**src/common/asc_regs.vh**
```
// register offsets, field positions, reset values and codes of the
// converter configuration register bank; definitions only
`ifndef ASC_REGS_VH
`define ASC_REGS_VH

// ==========================================================
// register offsets (13-bit serial address)
`define ASC_ADDR_W        13
`define ASC_OFFS_PORT_CFG 13'h0000
`define ASC_OFFS_CHIP_IDENTIFIER  13'h0001
`define ASC_OFFS_GRADE    13'h0002
`define ASC_OFFS_INDEX    13'h0005
`define ASC_OFFS_POWER    13'h0008
`define ASC_OFFS_CLOCK    13'h0009
`define ASC_OFFS_CLK_DIV  13'h000B
`define ASC_OFFS_CHOP     13'h000C
`define ASC_OFFS_LOCAL    13'h0010

// ==========================================================
// reset values
`define ASC_RST_PORT_CFG  8'h18
`define ASC_RST_INDEX     8'h33
`define ASC_RST_POWER     2'h0
`define ASC_RST_STAB_ON   1'b0
`define ASC_RST_BYPASS    1'b1
`define ASC_RST_CLK_DIV   3'h0
`define ASC_RST_CHOP      1'b0
`define ASC_RST_LOCAL     8'h00

// ==========================================================
// field positions
`define ASC_CFG_LSB_HI    6
`define ASC_CFG_SRST_HI   5
`define ASC_CFG_SRST_LO   2
`define ASC_CFG_LSB_LO    1
`define ASC_IDX_MASK      8'h33
`define ASC_IDX_CH_A      0
`define ASC_IDX_CH_B      1
`define ASC_IDX_FRAME_CLK 4
`define ASC_IDX_DATA_CLK  5
`define ASC_CLK_STAB_ON   0
`define ASC_CLK_BYPASS    2
`define ASC_CHOP_BIT      2

// ==========================================================
// power state codes
`define ASC_PWR_RUN       2'h0
`define ASC_PWR_DOWN      2'h1
`define ASC_PWR_STANDBY   2'h2
`define ASC_PWR_DIG_RST   2'h3

// ==========================================================
// serial framing counts
`define ASC_INSTR_BITS    4'hF
`define ASC_BYTE_BITS     4'h7

`endif

```
**src/verilog/asc_clk_path.v**
```verilog
// clock path: divider and duty-cycle stabiliser enable with bypass
// assumes the sample clock is ref_clk; the divided clock leaves as a
// one-cycle tick every ratio+1 cycles
`timescale 1ns/1ps
`default_nettype none

module asc_clk_path
#(
  parameter RATIO_W = 3
)
(
  input  wire               ref_clk,
  input  wire               rst_b,
  input  wire [RATIO_W-1:0] div_ratio,
  input  wire               stab_on,
  input  wire               bypass,
  output reg                clk_tick_r,
  output reg                stab_active_r
);

  reg [RATIO_W-1:0] cnt_r;
  reg [RATIO_W-1:0] cnt_nxt;

  // ==========================================================
  // divider
  always @*
  begin
    cnt_nxt = cnt_r + {{(RATIO_W-1){1'b0}}, 1'b1};
    // ratio change takes effect at once; a count at or above the new ratio wraps on the next clock
    if (bypass || cnt_r >= div_ratio)
      cnt_nxt = {RATIO_W{1'b0}};
  end

  always @(posedge ref_clk or negedge rst_b)
  begin
    if (!rst_b)
    begin
      cnt_r         <= {RATIO_W{1'b0}};
      clk_tick_r    <= 1'b0;
      stab_active_r <= 1'b0;
    end
    else
    begin
      cnt_r         <= cnt_nxt;
      // bypass routes the input clock past the divider // [RQ8]
      clk_tick_r    <= bypass | (cnt_r >= div_ratio); // [RQ9]
      stab_active_r <= stab_on & ~bypass; // [RQ8]
    end
  end

endmodule

`default_nettype wire

```
**src/verilog/asc_reg_bank.v**
```verilog
// configuration register bank behind the 3-wire serial control port
// assumes serial_clk, chip_select_bar and the data pin are synchronous
// to ref_clk and that serial_clk runs well below half of ref_clk
`timescale 1ns/1ps
`default_nettype none
`include "asc_regs.vh"

// Overview of operation
// [RQ1] port config reads bits 0 and 7 as 0, bits 3 and 4 as 1
// [RQ2] writing a soft reset bit restores defaults, then the bits clear
// [RQ3] bits 6/1 both select lsb first, bits 5/2 both soft reset
// [RQ4] read-only chip identifier and grade with speed and revision fields
// [RQ5] index register picks units taking local writes; resets to all
// [RQ6] power field: run, full power-down, standby, digital reset
// [RQ7] clock register: bit 0 stabiliser on, bit 2 bypass, bypass at reset
// [RQ8] bypass routes clock around divider and stabiliser
// [RQ9] divide field bits 2:0 selects division by code plus one
// [RQ10] enhancement bit 2 enables chop mode, off at reset
// [RQ11] local registers per unit; reads give channel A if several selected
// [RQ12] host writes zeros to open bits, never unassigned addresses
module asc_reg_bank
#(
  parameter [7:0] CHIP_IDENTIFIER    = 8'hA5, // arbitrary value
  parameter [2:0] SPEED_CODE = 3'h1,  // arbitrary value
  parameter [3:0] REV_CODE   = 4'h1   // arbitrary value
)
(
  input  wire       ref_clk,
  input  wire       rst_b,
  input  wire       serial_clk,
  input  wire       chip_select_bar,
  input  wire       serial_io_powerdown_pin_in,
  output reg        serial_io_powerdown_pin_out_r,
  output reg        serial_io_powerdown_pin_oe_r,
  output wire       power_down,
  output wire       standby,
  output wire       digital_reset,
  output wire       clk_tick,
  output wire       stabiliser_active,
  output wire       chop_enable,
  output wire [7:0] local_ch_a,
  output wire [7:0] local_ch_b,
  output wire [7:0] local_frame_clock_out,
  output wire [7:0] local_data_clock_out
);

  // ==========================================================
  // state
  reg                   sclk_q_r;
  reg [15:0]            sh_r;
  reg [15:0]            sh_nxt;
  reg [3:0]             bit_cnt_r;
  reg                   in_data_r;
  reg                   rd_r;
  reg [`ASC_ADDR_W-1:0] addr_r;
  reg [7:0]             tx_r;
  reg                   wr_r;
  reg [`ASC_ADDR_W-1:0] wr_addr_r;
  reg [7:0]             wr_data_r;
  reg                   soft_rst_r;
  reg                   lsb_first_r;
  reg [7:0]             index_r;
  reg [1:0]             power_r;
  reg                   stab_on_r;
  reg                   bypass_r;
  reg [2:0]             clk_div_r;
  reg                   chop_r;
  reg [7:0]             local_r [0:3];
  reg [15:0]            instr;
  reg [7:0]             rx_byte;
  integer               i;

  wire sclk_rise = serial_clk & ~sclk_q_r;
  wire sclk_fall = ~serial_clk & sclk_q_r;
  wire active    = ~chip_select_bar;

  // ==========================================================
  // helpers
  function [7:0] rev8;
    input [7:0] v;
    integer k;
    begin
      for (k = 0; k < 8; k = k + 1)
        rev8[k] = v[7-k];
    end
  endfunction

  function [15:0] rev16;
    input [15:0] v;
    begin
      rev16 = {rev8(v[7:0]), rev8(v[15:8])};
    end
  endfunction

  // read mux; lowest selected data channel wins for local reads
  function [7:0] rd_byte;
    input [`ASC_ADDR_W-1:0] a;
    begin
      rd_byte = 8'h00;
      if (a == `ASC_OFFS_PORT_CFG)
        rd_byte = {1'b0, lsb_first_r, soft_rst_r, 2'b11,
                   soft_rst_r, lsb_first_r, 1'b0}; // [RQ1] [RQ3]
      else if (a == `ASC_OFFS_CHIP_IDENTIFIER)
        rd_byte = CHIP_IDENTIFIER; // [RQ4]
      else if (a == `ASC_OFFS_GRADE)
        rd_byte = {1'b0, SPEED_CODE, REV_CODE}; // [RQ4]
      else if (a == `ASC_OFFS_INDEX)
        rd_byte = index_r;
      else if (a == `ASC_OFFS_POWER)
        rd_byte = {6'h00, power_r};
      else if (a == `ASC_OFFS_CLOCK)
        rd_byte = {5'h00, bypass_r, 1'b0, stab_on_r};
      else if (a == `ASC_OFFS_CLK_DIV)
        rd_byte = {5'h00, clk_div_r};
      else if (a == `ASC_OFFS_CHOP)
        rd_byte = {5'h00, chop_r, 2'b00};
      else if (a == `ASC_OFFS_LOCAL)
      begin
        if (index_r[`ASC_IDX_CH_A])
          rd_byte = local_r[0]; // [RQ11]
        else if (index_r[`ASC_IDX_CH_B])
          rd_byte = local_r[1];
        else if (index_r[`ASC_IDX_FRAME_CLK])
          rd_byte = local_r[2];
        else if (index_r[`ASC_IDX_DATA_CLK])
          rd_byte = local_r[3];
      end
    end
  endfunction

  // ==========================================================
  // serial framing
  always @*
  begin
    sh_nxt  = {sh_r[14:0], serial_io_powerdown_pin_in};
    instr   = lsb_first_r ? rev16(sh_nxt) : sh_nxt; // [RQ3]
    rx_byte = lsb_first_r ? rev8(sh_nxt[7:0]) : sh_nxt[7:0];
  end

  always @(posedge ref_clk or negedge rst_b)
  begin
    if (!rst_b)
    begin
      sclk_q_r                      <= 1'b0;
      sh_r                          <= 16'h0000;
      bit_cnt_r                     <= 4'h0;
      in_data_r                     <= 1'b0;
      rd_r                          <= 1'b0;
      addr_r                        <= {`ASC_ADDR_W{1'b0}};
      tx_r                          <= 8'h00;
      wr_r                          <= 1'b0;
      wr_addr_r                     <= {`ASC_ADDR_W{1'b0}};
      wr_data_r                     <= 8'h00;
      serial_io_powerdown_pin_out_r <= 1'b0;
      serial_io_powerdown_pin_oe_r  <= 1'b0;
    end
    else
    begin
      sclk_q_r <= serial_clk;
      wr_r     <= 1'b0;
      if (!active)
      begin
        bit_cnt_r                    <= 4'h0;
        in_data_r                    <= 1'b0;
        serial_io_powerdown_pin_oe_r <= 1'b0;
      end
      else if (sclk_rise && !in_data_r)
      begin
        sh_r      <= sh_nxt;
        bit_cnt_r <= bit_cnt_r + 4'h1;
        if (bit_cnt_r == `ASC_INSTR_BITS)
        begin
          // word-count bits are ignored: the frame streams until deselect
          in_data_r <= 1'b1;
          rd_r      <= instr[15];
          addr_r    <= instr[`ASC_ADDR_W-1:0];
          tx_r      <= lsb_first_r ? rev8(rd_byte(instr[12:0]))
                                   : rd_byte(instr[12:0]);
        end
      end
      else if (sclk_rise)
      begin
        sh_r      <= sh_nxt;
        bit_cnt_r <= (bit_cnt_r == `ASC_BYTE_BITS) ? 4'h0
                                                   : bit_cnt_r + 4'h1;
        if (bit_cnt_r == `ASC_BYTE_BITS)
        begin
          // address falls by one per byte in a multibyte frame
          addr_r    <= addr_r - {{(`ASC_ADDR_W-1){1'b0}}, 1'b1};
          wr_r      <= ~rd_r;
          wr_addr_r <= addr_r;
          wr_data_r <= rx_byte;
          tx_r      <= lsb_first_r ? rev8(rd_byte(addr_r - 13'h0001))
                                   : rd_byte(addr_r - 13'h0001);
        end
      end
      else if (sclk_fall && in_data_r && rd_r)
      begin
        // pin turns round on the first fall after the instruction
        serial_io_powerdown_pin_oe_r  <= 1'b1;
        serial_io_powerdown_pin_out_r <= tx_r[7];
        tx_r                          <= {tx_r[6:0], 1'b0};
      end
    end
  end

  // ==========================================================
  // register writes; soft reset overrides any write in its cycle
  always @(posedge ref_clk or negedge rst_b)
  begin
    if (!rst_b)
    begin
      soft_rst_r  <= 1'b0;
      lsb_first_r <= 1'b0;
      index_r     <= `ASC_RST_INDEX;
      power_r     <= `ASC_RST_POWER;
      stab_on_r   <= `ASC_RST_STAB_ON;
      bypass_r    <= `ASC_RST_BYPASS;
      clk_div_r   <= `ASC_RST_CLK_DIV;
      chop_r      <= `ASC_RST_CHOP;
      for (i = 0; i < 4; i = i + 1)
        local_r[i] <= `ASC_RST_LOCAL;
    end
    else if (soft_rst_r)
    begin
      soft_rst_r  <= 1'b0; // [RQ2]
      lsb_first_r <= 1'b0; // [RQ2]
      index_r     <= `ASC_RST_INDEX; // [RQ5]
      power_r     <= `ASC_RST_POWER; // [RQ6]
      stab_on_r   <= `ASC_RST_STAB_ON;
      bypass_r    <= `ASC_RST_BYPASS; // [RQ7]
      clk_div_r   <= `ASC_RST_CLK_DIV; // [RQ9]
      chop_r      <= `ASC_RST_CHOP; // [RQ10]
      for (i = 0; i < 4; i = i + 1)
        local_r[i] <= `ASC_RST_LOCAL;
    end
    else if (wr_r)
    begin
      // open bits are dropped, relying on the host writing zeros // [RQ12]
      if (wr_addr_r == `ASC_OFFS_PORT_CFG)
      begin
        lsb_first_r <= wr_data_r[`ASC_CFG_LSB_HI] |
                       wr_data_r[`ASC_CFG_LSB_LO]; // [RQ3]
        soft_rst_r  <= wr_data_r[`ASC_CFG_SRST_HI] |
                       wr_data_r[`ASC_CFG_SRST_LO]; // [RQ2]
      end
      else if (wr_addr_r == `ASC_OFFS_INDEX)
        index_r <= wr_data_r & `ASC_IDX_MASK; // [RQ5]
      else if (wr_addr_r == `ASC_OFFS_POWER)
        power_r <= wr_data_r[1:0]; // [RQ6]
      else if (wr_addr_r == `ASC_OFFS_CLOCK)
      begin
        stab_on_r <= wr_data_r[`ASC_CLK_STAB_ON]; // [RQ7]
        bypass_r  <= wr_data_r[`ASC_CLK_BYPASS]; // [RQ7]
      end
      else if (wr_addr_r == `ASC_OFFS_CLK_DIV)
        clk_div_r <= wr_data_r[2:0]; // [RQ9]
      else if (wr_addr_r == `ASC_OFFS_CHOP)
        chop_r <= wr_data_r[`ASC_CHOP_BIT]; // [RQ10]
      else if (wr_addr_r == `ASC_OFFS_LOCAL)
      begin
        if (index_r[`ASC_IDX_CH_A])
          local_r[0] <= wr_data_r; // [RQ11]
        if (index_r[`ASC_IDX_CH_B])
          local_r[1] <= wr_data_r; // [RQ11]
        if (index_r[`ASC_IDX_FRAME_CLK])
          local_r[2] <= wr_data_r; // [RQ5]
        if (index_r[`ASC_IDX_DATA_CLK])
          local_r[3] <= wr_data_r; // [RQ5]
      end
    end
  end

  // ==========================================================
  // outputs
  assign power_down    = (power_r == `ASC_PWR_DOWN); // [RQ6]
  assign standby       = (power_r == `ASC_PWR_STANDBY); // [RQ6]
  assign digital_reset = (power_r == `ASC_PWR_DIG_RST); // [RQ6]
  assign chop_enable   = chop_r; // [RQ10]
  assign local_ch_a    = local_r[0];
  assign local_ch_b    = local_r[1];
  assign local_frame_clock_out = local_r[2];
  assign local_data_clock_out  = local_r[3];

  asc_clk_path
  #(
    .RATIO_W (3)
  )
  u_clk_path
  (
    .ref_clk       (ref_clk),
    .rst_b         (rst_b),
    .div_ratio     (clk_div_r),
    .stab_on       (stab_on_r),
    .bypass        (bypass_r),
    .clk_tick_r    (clk_tick),
    .stab_active_r (stabiliser_active)
  );

endmodule

`default_nettype wire

```
**config.mk**
```make
export PLATFORM = sky130hd
export DESIGN_NAME = asc_reg_bank
export DESIGN_NICKNAME = d
export VERILOG_FILES = /design/src/verilog/asc_clk_path.v /design/src/verilog/asc_reg_bank.v
export VERILOG_INCLUDE_DIRS = /design/src /design/src/common
export SDC_FILE = /design/constraint.sdc
export NUM_CORES = 1
export LEC_CHECK = 0
export ABC_CLOCK_PERIOD_IN_PS = 5100
export BUFFER_PORTS_ARGS = -buffer_cell sky130_fd_sc_hd__buf_2
export CAP_MARGIN = 25
export CORE_MARGIN = 2
export CORE_UTILIZATION = 40
export CTS_CLUSTER_DIAMETER = 120
export DETAILED_ROUTE_END_ITERATION = 8
export GPL_TIMING_DRIVEN = 0
export PLACE_DENSITY = 0.67
export SLEW_MARGIN = 30
export SYNTH_ARGS = -nofsm -noshare
export SYNTH_HDL_FRONTEND = slang
export SYNTH_SLANG_ARGS = --single-unit
```
**constraint.sdc**
```tcl
create_clock -name ref_clk -period 5.1 [get_ports ref_clk]
set_input_delay 0.765 -clock ref_clk [delete_from_list [all_inputs] [get_ports ref_clk]]
set_output_delay 0.765 -clock ref_clk [all_outputs]
set_load 0.01 [all_outputs]
```
==> metrics.csv, run 1 <==
metric,value,unit
vias,6312,
rsz0062_at_grt,no,
slew_headroom,0.327,
status,completed,
antenna_found_initial,0,
synth-main-ff-cell,dfrtp_1,
port_buffers,44,
drt-initial-drc-count,738,
start_kind,register,
n_fill_cell,1599,
met2_usage,0.366,
final_nets,867,
cts_max_level,4,
dieArea,18100,µm²
syn_inst,789,
grt_overflow,0,
grt_pass1_vias,5905,
synthArstFlopShare,1.00,
use_met1,0.334,
track_usage,0.236,
ff2ff_path_depth,12,
worstSetupPathType,register to register,
arrival,3.59,ns
synth_fp_nets,803,
ys_ff_latch,118,
drc,0,
cp_max_fo,10,
wl_per_cell,18.9,µm
clock-sinks,118,
cts_tree,yes,
fp.dieH,135,µm
clock_path_buffers,2,
viasPerCell,5.81,
die_width,135,µm
dp_hpwl,15.2,mm
fmax,0.310,GHz
worst_slack,1.88,ns
fin_tns_setup,0,ns
fin_crit_sh,0.632,
finalWirelength,20.5,mm
leakage,3.46,nW
final_cells,1086,
cellPowerDensity,336,nW/µm²
syn_area_per_cell,8.64,µm²
cp-end-kind,register,
ir_worst_vdd,0.294,mV
cts_made_buffers,17,
grt_pass1_wl,32.9,mm
ctsHoldBuffers,0,
hp-class,input pin to async pin,
clock_latency,0.43,ns
coreArea,16600,µm²
critPathRequiredTime,5.47,ns
yosysWarningCount,0,
synth_edf_count,0,
use_met3,0.0465,
cts_resized,0,
worst_pin_slew,1.00,ns
hold_violations,0,
place_ws,1.69,ns
final_max_slew_viol_count,0,
area_growth_syn_to_layout,16.9,%
timing.hold.ws,0.200,ns
synth_commonest_cells,"nand2_1, dfrtp_1, o21ai_0",
place_congestion,0.967,
synth.area.top_cells,"dfrtp_1, nand2_1, o21ai_0, a21oi_1, nor2_1",
ant_nets,0,
synth.distinct_cells,77,
cts_root_buf,clkbuf_16,
cap_viol_max_count,0,
layout-drive-gt1-share,0.148,
num_io_pins,45,
setup_viol,0,
seq_area_frac_synth,0.434,
yosysTopAreaCellShare,0.415,
grt_max_degree,80,
clkSlewWorstSetupHoldPaths,0.06,ns
dpl.cell_count,1054,
synth_area_leader_cell,dfrtp_1,
post-route-min-period,3.22,ns
drtPass1Iterations,5,
post_cts_buffers,0,
start_util,0.409,
seq_area,2960,µm²
synth_most_common_cell,nand2_1,
row_count,47,
diodes,0,
skew,0.0123,ns
syn_area,6810,µm²
grt-busiest-layer,met2,
multi_input_area,3550,µm²
-- placed cells by master, fill, tap and decap left out, types with 17 or more instances in the layout --
master	instances
nor3_1	20
nand3_1	28
nor2_1	56
o21ai_0	78
clkbuf_16	17
nand2_1	137
a21oi_1	55
mux2_2	17
inv_1	26
clkbuf_1	29
dfrtp_1	113
mux2i_1	20
buf_2	51
-- final cells by class --
| cell class | instances | area share |
|---|---|---|
| Multi-Input combinational cell | 601 | 0.445 |
| Sequential cell | 118 | 0.371 |
| Clock buffer | 17 | 0.0534 |
| Tap cell | 220 | 0.0346 |
| Timing Repair Buffer | 45 | 0.0324 |
| Buffer | 44 | 0.0262 |
| Clock inverter | 15 | 0.0243 |
| Inverter | 26 | 0.0123 |
-- kinds of logic (layout without fill, tap and decap cells) --
group	count (synthesis)	count (layout)	synth area share
muxes	38	38	0.0591
xor gates and xnor gates	7	7	0.0101
buffers and inverters	70	147	0.0450
adders and majority gates	9	9	0.0165
and+or+nand+nor	308	308	0.217
DFF	118	118	0.434
AOI/OAI and AO/OA	239	239	0.218
-- per-layer routing --
| metal | vias up | share of wire | wire [µm] |
|---|---|---|---|
| met4 | 0 | 0.022 | 452 |
| met1 | 3052 | 0.45 | 9300 |
| li1 | 2984 | - | - |
| met2 | 244 | 0.46 | 9440 |
| met5 | - | 0 | 0 |
| met3 | 32 | 0.063 | 1300 |
-- per-stage QoR --
stage	power, mW	util	cell area (µm²)
final	2.68	0.479	7970
after global routing	2.78	0.479	7970
after CTS	2.68	0.479	7970
after detailed placement	1.41	0.441	7350
after global placement	1.40	0.439	7310
after floorplan	1.28	-	6810
-- registers in the layout, summed over array words and instances (netlist names), 8 cells and up --
register / count
wr_addr_r: 13
local_ch_b: 8
tx_r: 8
local_ch_a: 8
wr_data_r: 8
local_frame_clock_out: 8
addr_r: 13
sh_r: 15
local_data_clock_out: 8
-- final timing paths --
kind                                               start                            end  slack [ns]
max                                addr_r[0]$_DFFE_PN0P_            tx_r[5]$_DFFE_PN0P_        1.88
min                                                rst_b          addr_r[8]$_DFFE_PN0P_        0.20
max reg2reg                        addr_r[0]$_DFFE_PN0P_            tx_r[5]$_DFFE_PN0P_        1.88
min reg2reg                u_clk_path.cnt_r[0]$_DFF_PN0_  u_clk_path.cnt_r[0]$_DFF_PN0_        0.47
max in group asynchronous                          rst_b         index_r[5]$_DFFE_PN1P_        4.17
min in group ref_clk       u_clk_path.cnt_r[0]$_DFF_PN0_  u_clk_path.cnt_r[0]$_DFF_PN0_        0.47
-- power breakdown --
part / total, mW / internal (mW) / switching [mW]
Sequential: 1.09 / 0.990 / 0.0949
Combinational: 0.323 / 0.123 / 0.200
Clock: 1.27 / 0.780 / 0.492
-- worst max-delay path, cell delays in order (launching register included) --
cell and delay, ns:
dfrtp_1 0.50, inv_1 0.18, ha_1 0.22, buf_2 0.17, or3_1 0.39, nor4b_2 0.27, a221oi_1 0.11, nor4_4 0.40
buf_4 0.26, o31a_1 0.21, nand3_1 0.10, a21oi_1 0.21, o22a_1 0.15
No activity file was read; power rests on OpenSTA's default activity.
==> run 2: changes to the inputs <==
--- a/config.mk
+++ b/config.mk
@@ -6,7 +6,8 @@
 export SDC_FILE = /design/constraint.sdc
 export NUM_CORES = 1
 export LEC_CHECK = 0
-export ABC_CLOCK_PERIOD_IN_PS = 5100
+export ABC_AREA = 1
+export ABC_CLOCK_PERIOD_IN_PS = 3000
 export BUFFER_PORTS_ARGS = -buffer_cell sky130_fd_sc_hd__buf_2
 export CAP_MARGIN = 25
 export CORE_MARGIN = 2
==> constraint.sdc (replaced) <==
create_clock -name ref_clk -period 3 [get_ports ref_clk]
set_input_delay 0.45 -clock ref_clk [delete_from_list [all_inputs] [get_ports ref_clk]]
set_output_delay 0.45 -clock ref_clk [all_outputs]
set_load 0.01 [all_outputs]
==> metrics.csv, run 2 <==
metric,value,unit,change
place_ws,0.230,ns,was 1.69 ns
coreArea,17100,µm²,was 16600 µm²
ff2ff_path_depth,18,,was 12
start_kind,register,,unchanged
wl_per_cell,15.4,µm,was 18.9 µm
critPathRequiredTime,3.34,ns,was 5.47 ns
most-common-layout-cells,"nand2_1, o21ai_0, inv_1, dfrtp_1, nor2_1",,"was nand2_1, dfrtp_1, o21ai_0, nor2_1, a21oi_1"
fp.dieH,135,µm,about the same
antenna_found_initial,0,,unchanged
synth-main-ff-cell,dfrtp_1,,unchanged
drc,0,,unchanged
clock-sinks,118,,unchanged
reg2reg_slack,0.24,ns,was 1.88 ns
synth_edf_count,0,,unchanged
hp-class,input pin to register,,was input pin to async pin
dpl_cell_area,7440,µm²,was 7350 µm²
layout-drive-gt1-share,0.140,,was 0.148
num_io_pins,45,,unchanged
cp-end-kind,register,,unchanged
rsz0062_at_grt,no,,unchanged
area_growth_syn_to_layout,16.6,%,was 16.9%
yosysTopAreaCellShare,0.410,,was 0.415
layout_commonest_cell,nand2_1,,unchanged
grt_pass1_vias,6155,,was 5905
start_util,0.405,,was 0.409
synth_most_common_cell,nand2_1,,unchanged
hold_violations,0,,unchanged
p_clk_frac,0.492,,was 0.475
cts_max_level,4,,unchanged
largest_reg_flops,15,,unchanged
cts_root_buf,clkbuf_16,,unchanged
place_congestion,0.952,,was 0.967
fin_crit_sh,0.921,,was 0.632
syn_inst,947,,was 789
min_to,sclk_q_r$_DFF_PN0_,,
cts_tree,yes,,unchanged
synth.area.top_cells,"dfrtp_1, nand2_1, o21ai_0, inv_1, nor2_1",,"was dfrtp_1, nand2_1, o21ai_0, a21oi_1, nor2_1"
drtPass1Iterations,5,,unchanged
clkSlewWorstSetupHoldPaths,0.06,ns,about the same
dp_hpwl,14.6,mm,was 15.2 mm
cts_made_buffers,17,,unchanged
fin_area,8050,µm²,was 7970 µm²
synth_commonest_cells,"nand2_1, o21ai_0, inv_1",,"was nand2_1, dfrtp_1, o21ai_0"
sw_frac_of_total,0.259,,was 0.293
reg2reg_to,tx_r[7]$_DFFE_PN0P_,,was tx_r[5]$_DFFE_PN0P_
r2r_start,addr_r[0]$_DFFE_PN0P_,,unchanged
synthArstFlopShare,1.00,,unchanged
seq_area,2960,µm²,unchanged
arrival,3.11,ns,was 3.59 ns
largestRegisters,"sh_r (15), addr_r (13), wr_addr_r (13)",,unchanged
cellPowerDensity,516,nW/µm²,was 336 nW/µm²
cap_viol_max_count,0,,unchanged
grt_pass1_wl,31.3,mm,was 32.9 mm
p_seq_frac,0.418,,was 0.405
vias,6604,,was 6312
skew,0.0118,ns,was 0.0123 ns
syn_area,6900,µm²,was 6810 µm²
n_fill_cell,1729,,was 1599
finalWirelength,19.3,mm,was 20.5 mm
dieArea,18300,µm²,was 18100 µm²
drt-initial-drc-count,440,,was 738
synth_area_leader_cell,dfrtp_1,,unchanged
ant_nets,0,,unchanged
timing.hold.ws,0.160,ns,was 0.200 ns
setup_viol,0,,unchanged
internal_power,3.08,mW,was 1.89 mW
yosysWarningCount,0,,unchanged
row_count,48,,was 47
final_util,0.472,,was 0.479
diodes,0,,unchanged
synth_fp_nets,961,,was 803
cp_max_fo,7,,was 10
p_sw,1.08,mW,was 786 µW
multi_input_area,3320,µm²,was 3550 µm²
grt_overflow,0,,unchanged
fmax,0.362,GHz,was 0.310 GHz
die_width,135,µm,about the same
grt_max_degree,64,,was 80
worst_pin_slew,0.852,ns,was 1.00 ns
share_comb_of_total_power,0.090,,was 0.121
final_max_slew_viol_count,0,,unchanged
worstSetupPathType,register to register,,unchanged
synth.distinct_cells,47,,was 77
status,completed,,unchanged
viasPerCell,5.29,,was 5.81
port_buffers,43,,was 44
hold_start,serial_clk,,
clock_latency,0.42,ns,was 0.43 ns
ys_ff_latch,118,,unchanged
slew_headroom,0.426,,was 0.327
post-route-min-period,2.76,ns,was 3.22 ns
track_usage,0.220,,was 0.236
worst_slack,0.238,ns,was 1.88 ns
seq_area_frac_synth,0.429,,was 0.434
ir_worst_vdd,0.443,mV,was 0.294 mV
min_path_cells,1,,
leakage,3.87,nW,was 3.46 nW
largest_register,sh_r,,unchanged
syn_area_per_cell,7.29,µm²,was 8.64 µm²
clock_path_buffers,2,,unchanged
final_nets,1025,,was 867
## run 2: cell count changes in the layout (fill, tap and decap cells not counted), sizes merged, moves of 11 or more
cell,before,now
nand4,5,17
nor2,56,108
o21ai,90,141
nand2,137,240
mux2i,20,0
inv,32,129
mux2,18,4
nand3,28,41
clkinv,1,12
## run 2: stage by stage
| stage | std cells | setup TNS (ns) | total power, mW |
|---|---|---|---|
| after floorplan | 947 | 0 | 2.00 |
| after global placement | 1215 | -3.42 | 2.11 |
| after detailed placement | 1216 | 0 | 2.13 |
| after CTS | 1249 | 0 | 4.17 |
| after global routing | 1249 | 0 | 4.31 |
| final | 1249 | 0 | 4.15 |
## run 2: cell type report
| type | count | share of cell area |
|---|---|---|
| inverter | 135 | 0.0629 |
| multi-input combinational | 666 | 0.412 |
| sequential | 118 | 0.368 |
| tap | 225 | 0.0350 |
| buffer | 28 | 0.0165 |
| timing repair buffer | 45 | 0.0326 |
| clock buffer | 19 | 0.0538 |
| clock inverter | 13 | 0.0196 |
## run 2: repair_timing
action / CTS / global route
hold endpoints to repair: 51 / 0
setup endpoints to repair: 0 / 8
hold buffers: 1 / 0
buffers inserted: 0 / 0
resized for setup: 0 / 3
## run 2: worst max path at each step
stage,depth (start not counted),start,end
finish,18,addr_r[0]$_DFFE_PN0P_,tx_r[7]$_DFFE_PN0P_
global route,18,addr_r[0]$_DFFE_PN0P_,tx_r[0]$_DFFE_PN0P_
CTS,13,addr_r[0]$_DFFE_PN0P_,tx_r[7]$_DFFE_PN0P_
detailed placement,13,addr_r[0]$_DFFE_PN0P_,tx_r[7]$_DFFE_PN0P_
global placement,1,rst_b,bit_cnt_r[2]$_DFFE_PN0P_
floorplan,17,addr_r[1]$_DFFE_PN0P_,tx_r[7]$_DFFE_PN0P_
## run 2: routing by layer
metal	wire, µm	GRT usage
met2	8790	0.350
met3	1240	0.0494
met5	0	0
met1	8670	0.293
met4	580	0.0856
## run 2: logic make-up (layout without fill, tap and decap cells)
family	Yosys count	count (layout)	synth area share
multiplexers	4	4	0.00652
AND/OR/NAND/NOR	427	427	0.277
AO/OA/AOI/OAI	223	223	0.175
adder cells (fa/ha/maj)	9	9	0.0163
XOR/XNOR	3	3	0.00381
buffers and inverters	163	240	0.0926
flip-flops	118	118	0.429
## run 2: critical path: stages, from the launching register on
cell and delay, ns:
dfrtp_1 0.44, inv_2 0.17, ha_2 0.29, nand2_2 0.11
o21ai_1 0.22, nand3_2 0.14, nor2_4 0.18, nand2_4 0.11
nor2_1 0.27, nand2_1 0.09, nand2_1 0.08, nand2_1 0.05
nand3_1 0.06, nand2_1 0.05, nand2_1 0.06, nand2_1 0.09
nand2_1 0.07, nand2_1 0.07, a21oi_1 0.13
## run 2: power by group through the flow
stage / Sequential [mW] / Clock, mW / Combinational [mW]
2_1_floorplan: 1.75 / 0 / 0.250
3_3_place_gp: 1.76 / 0 / 0.353
3_5_place_dp: 1.76 / 0 / 0.363
4_1_cts: 1.74 / 2.07 / 0.367
5_1_grt: 1.75 / 2.14 / 0.417
6_report: 1.74 / 2.04 / 0.372
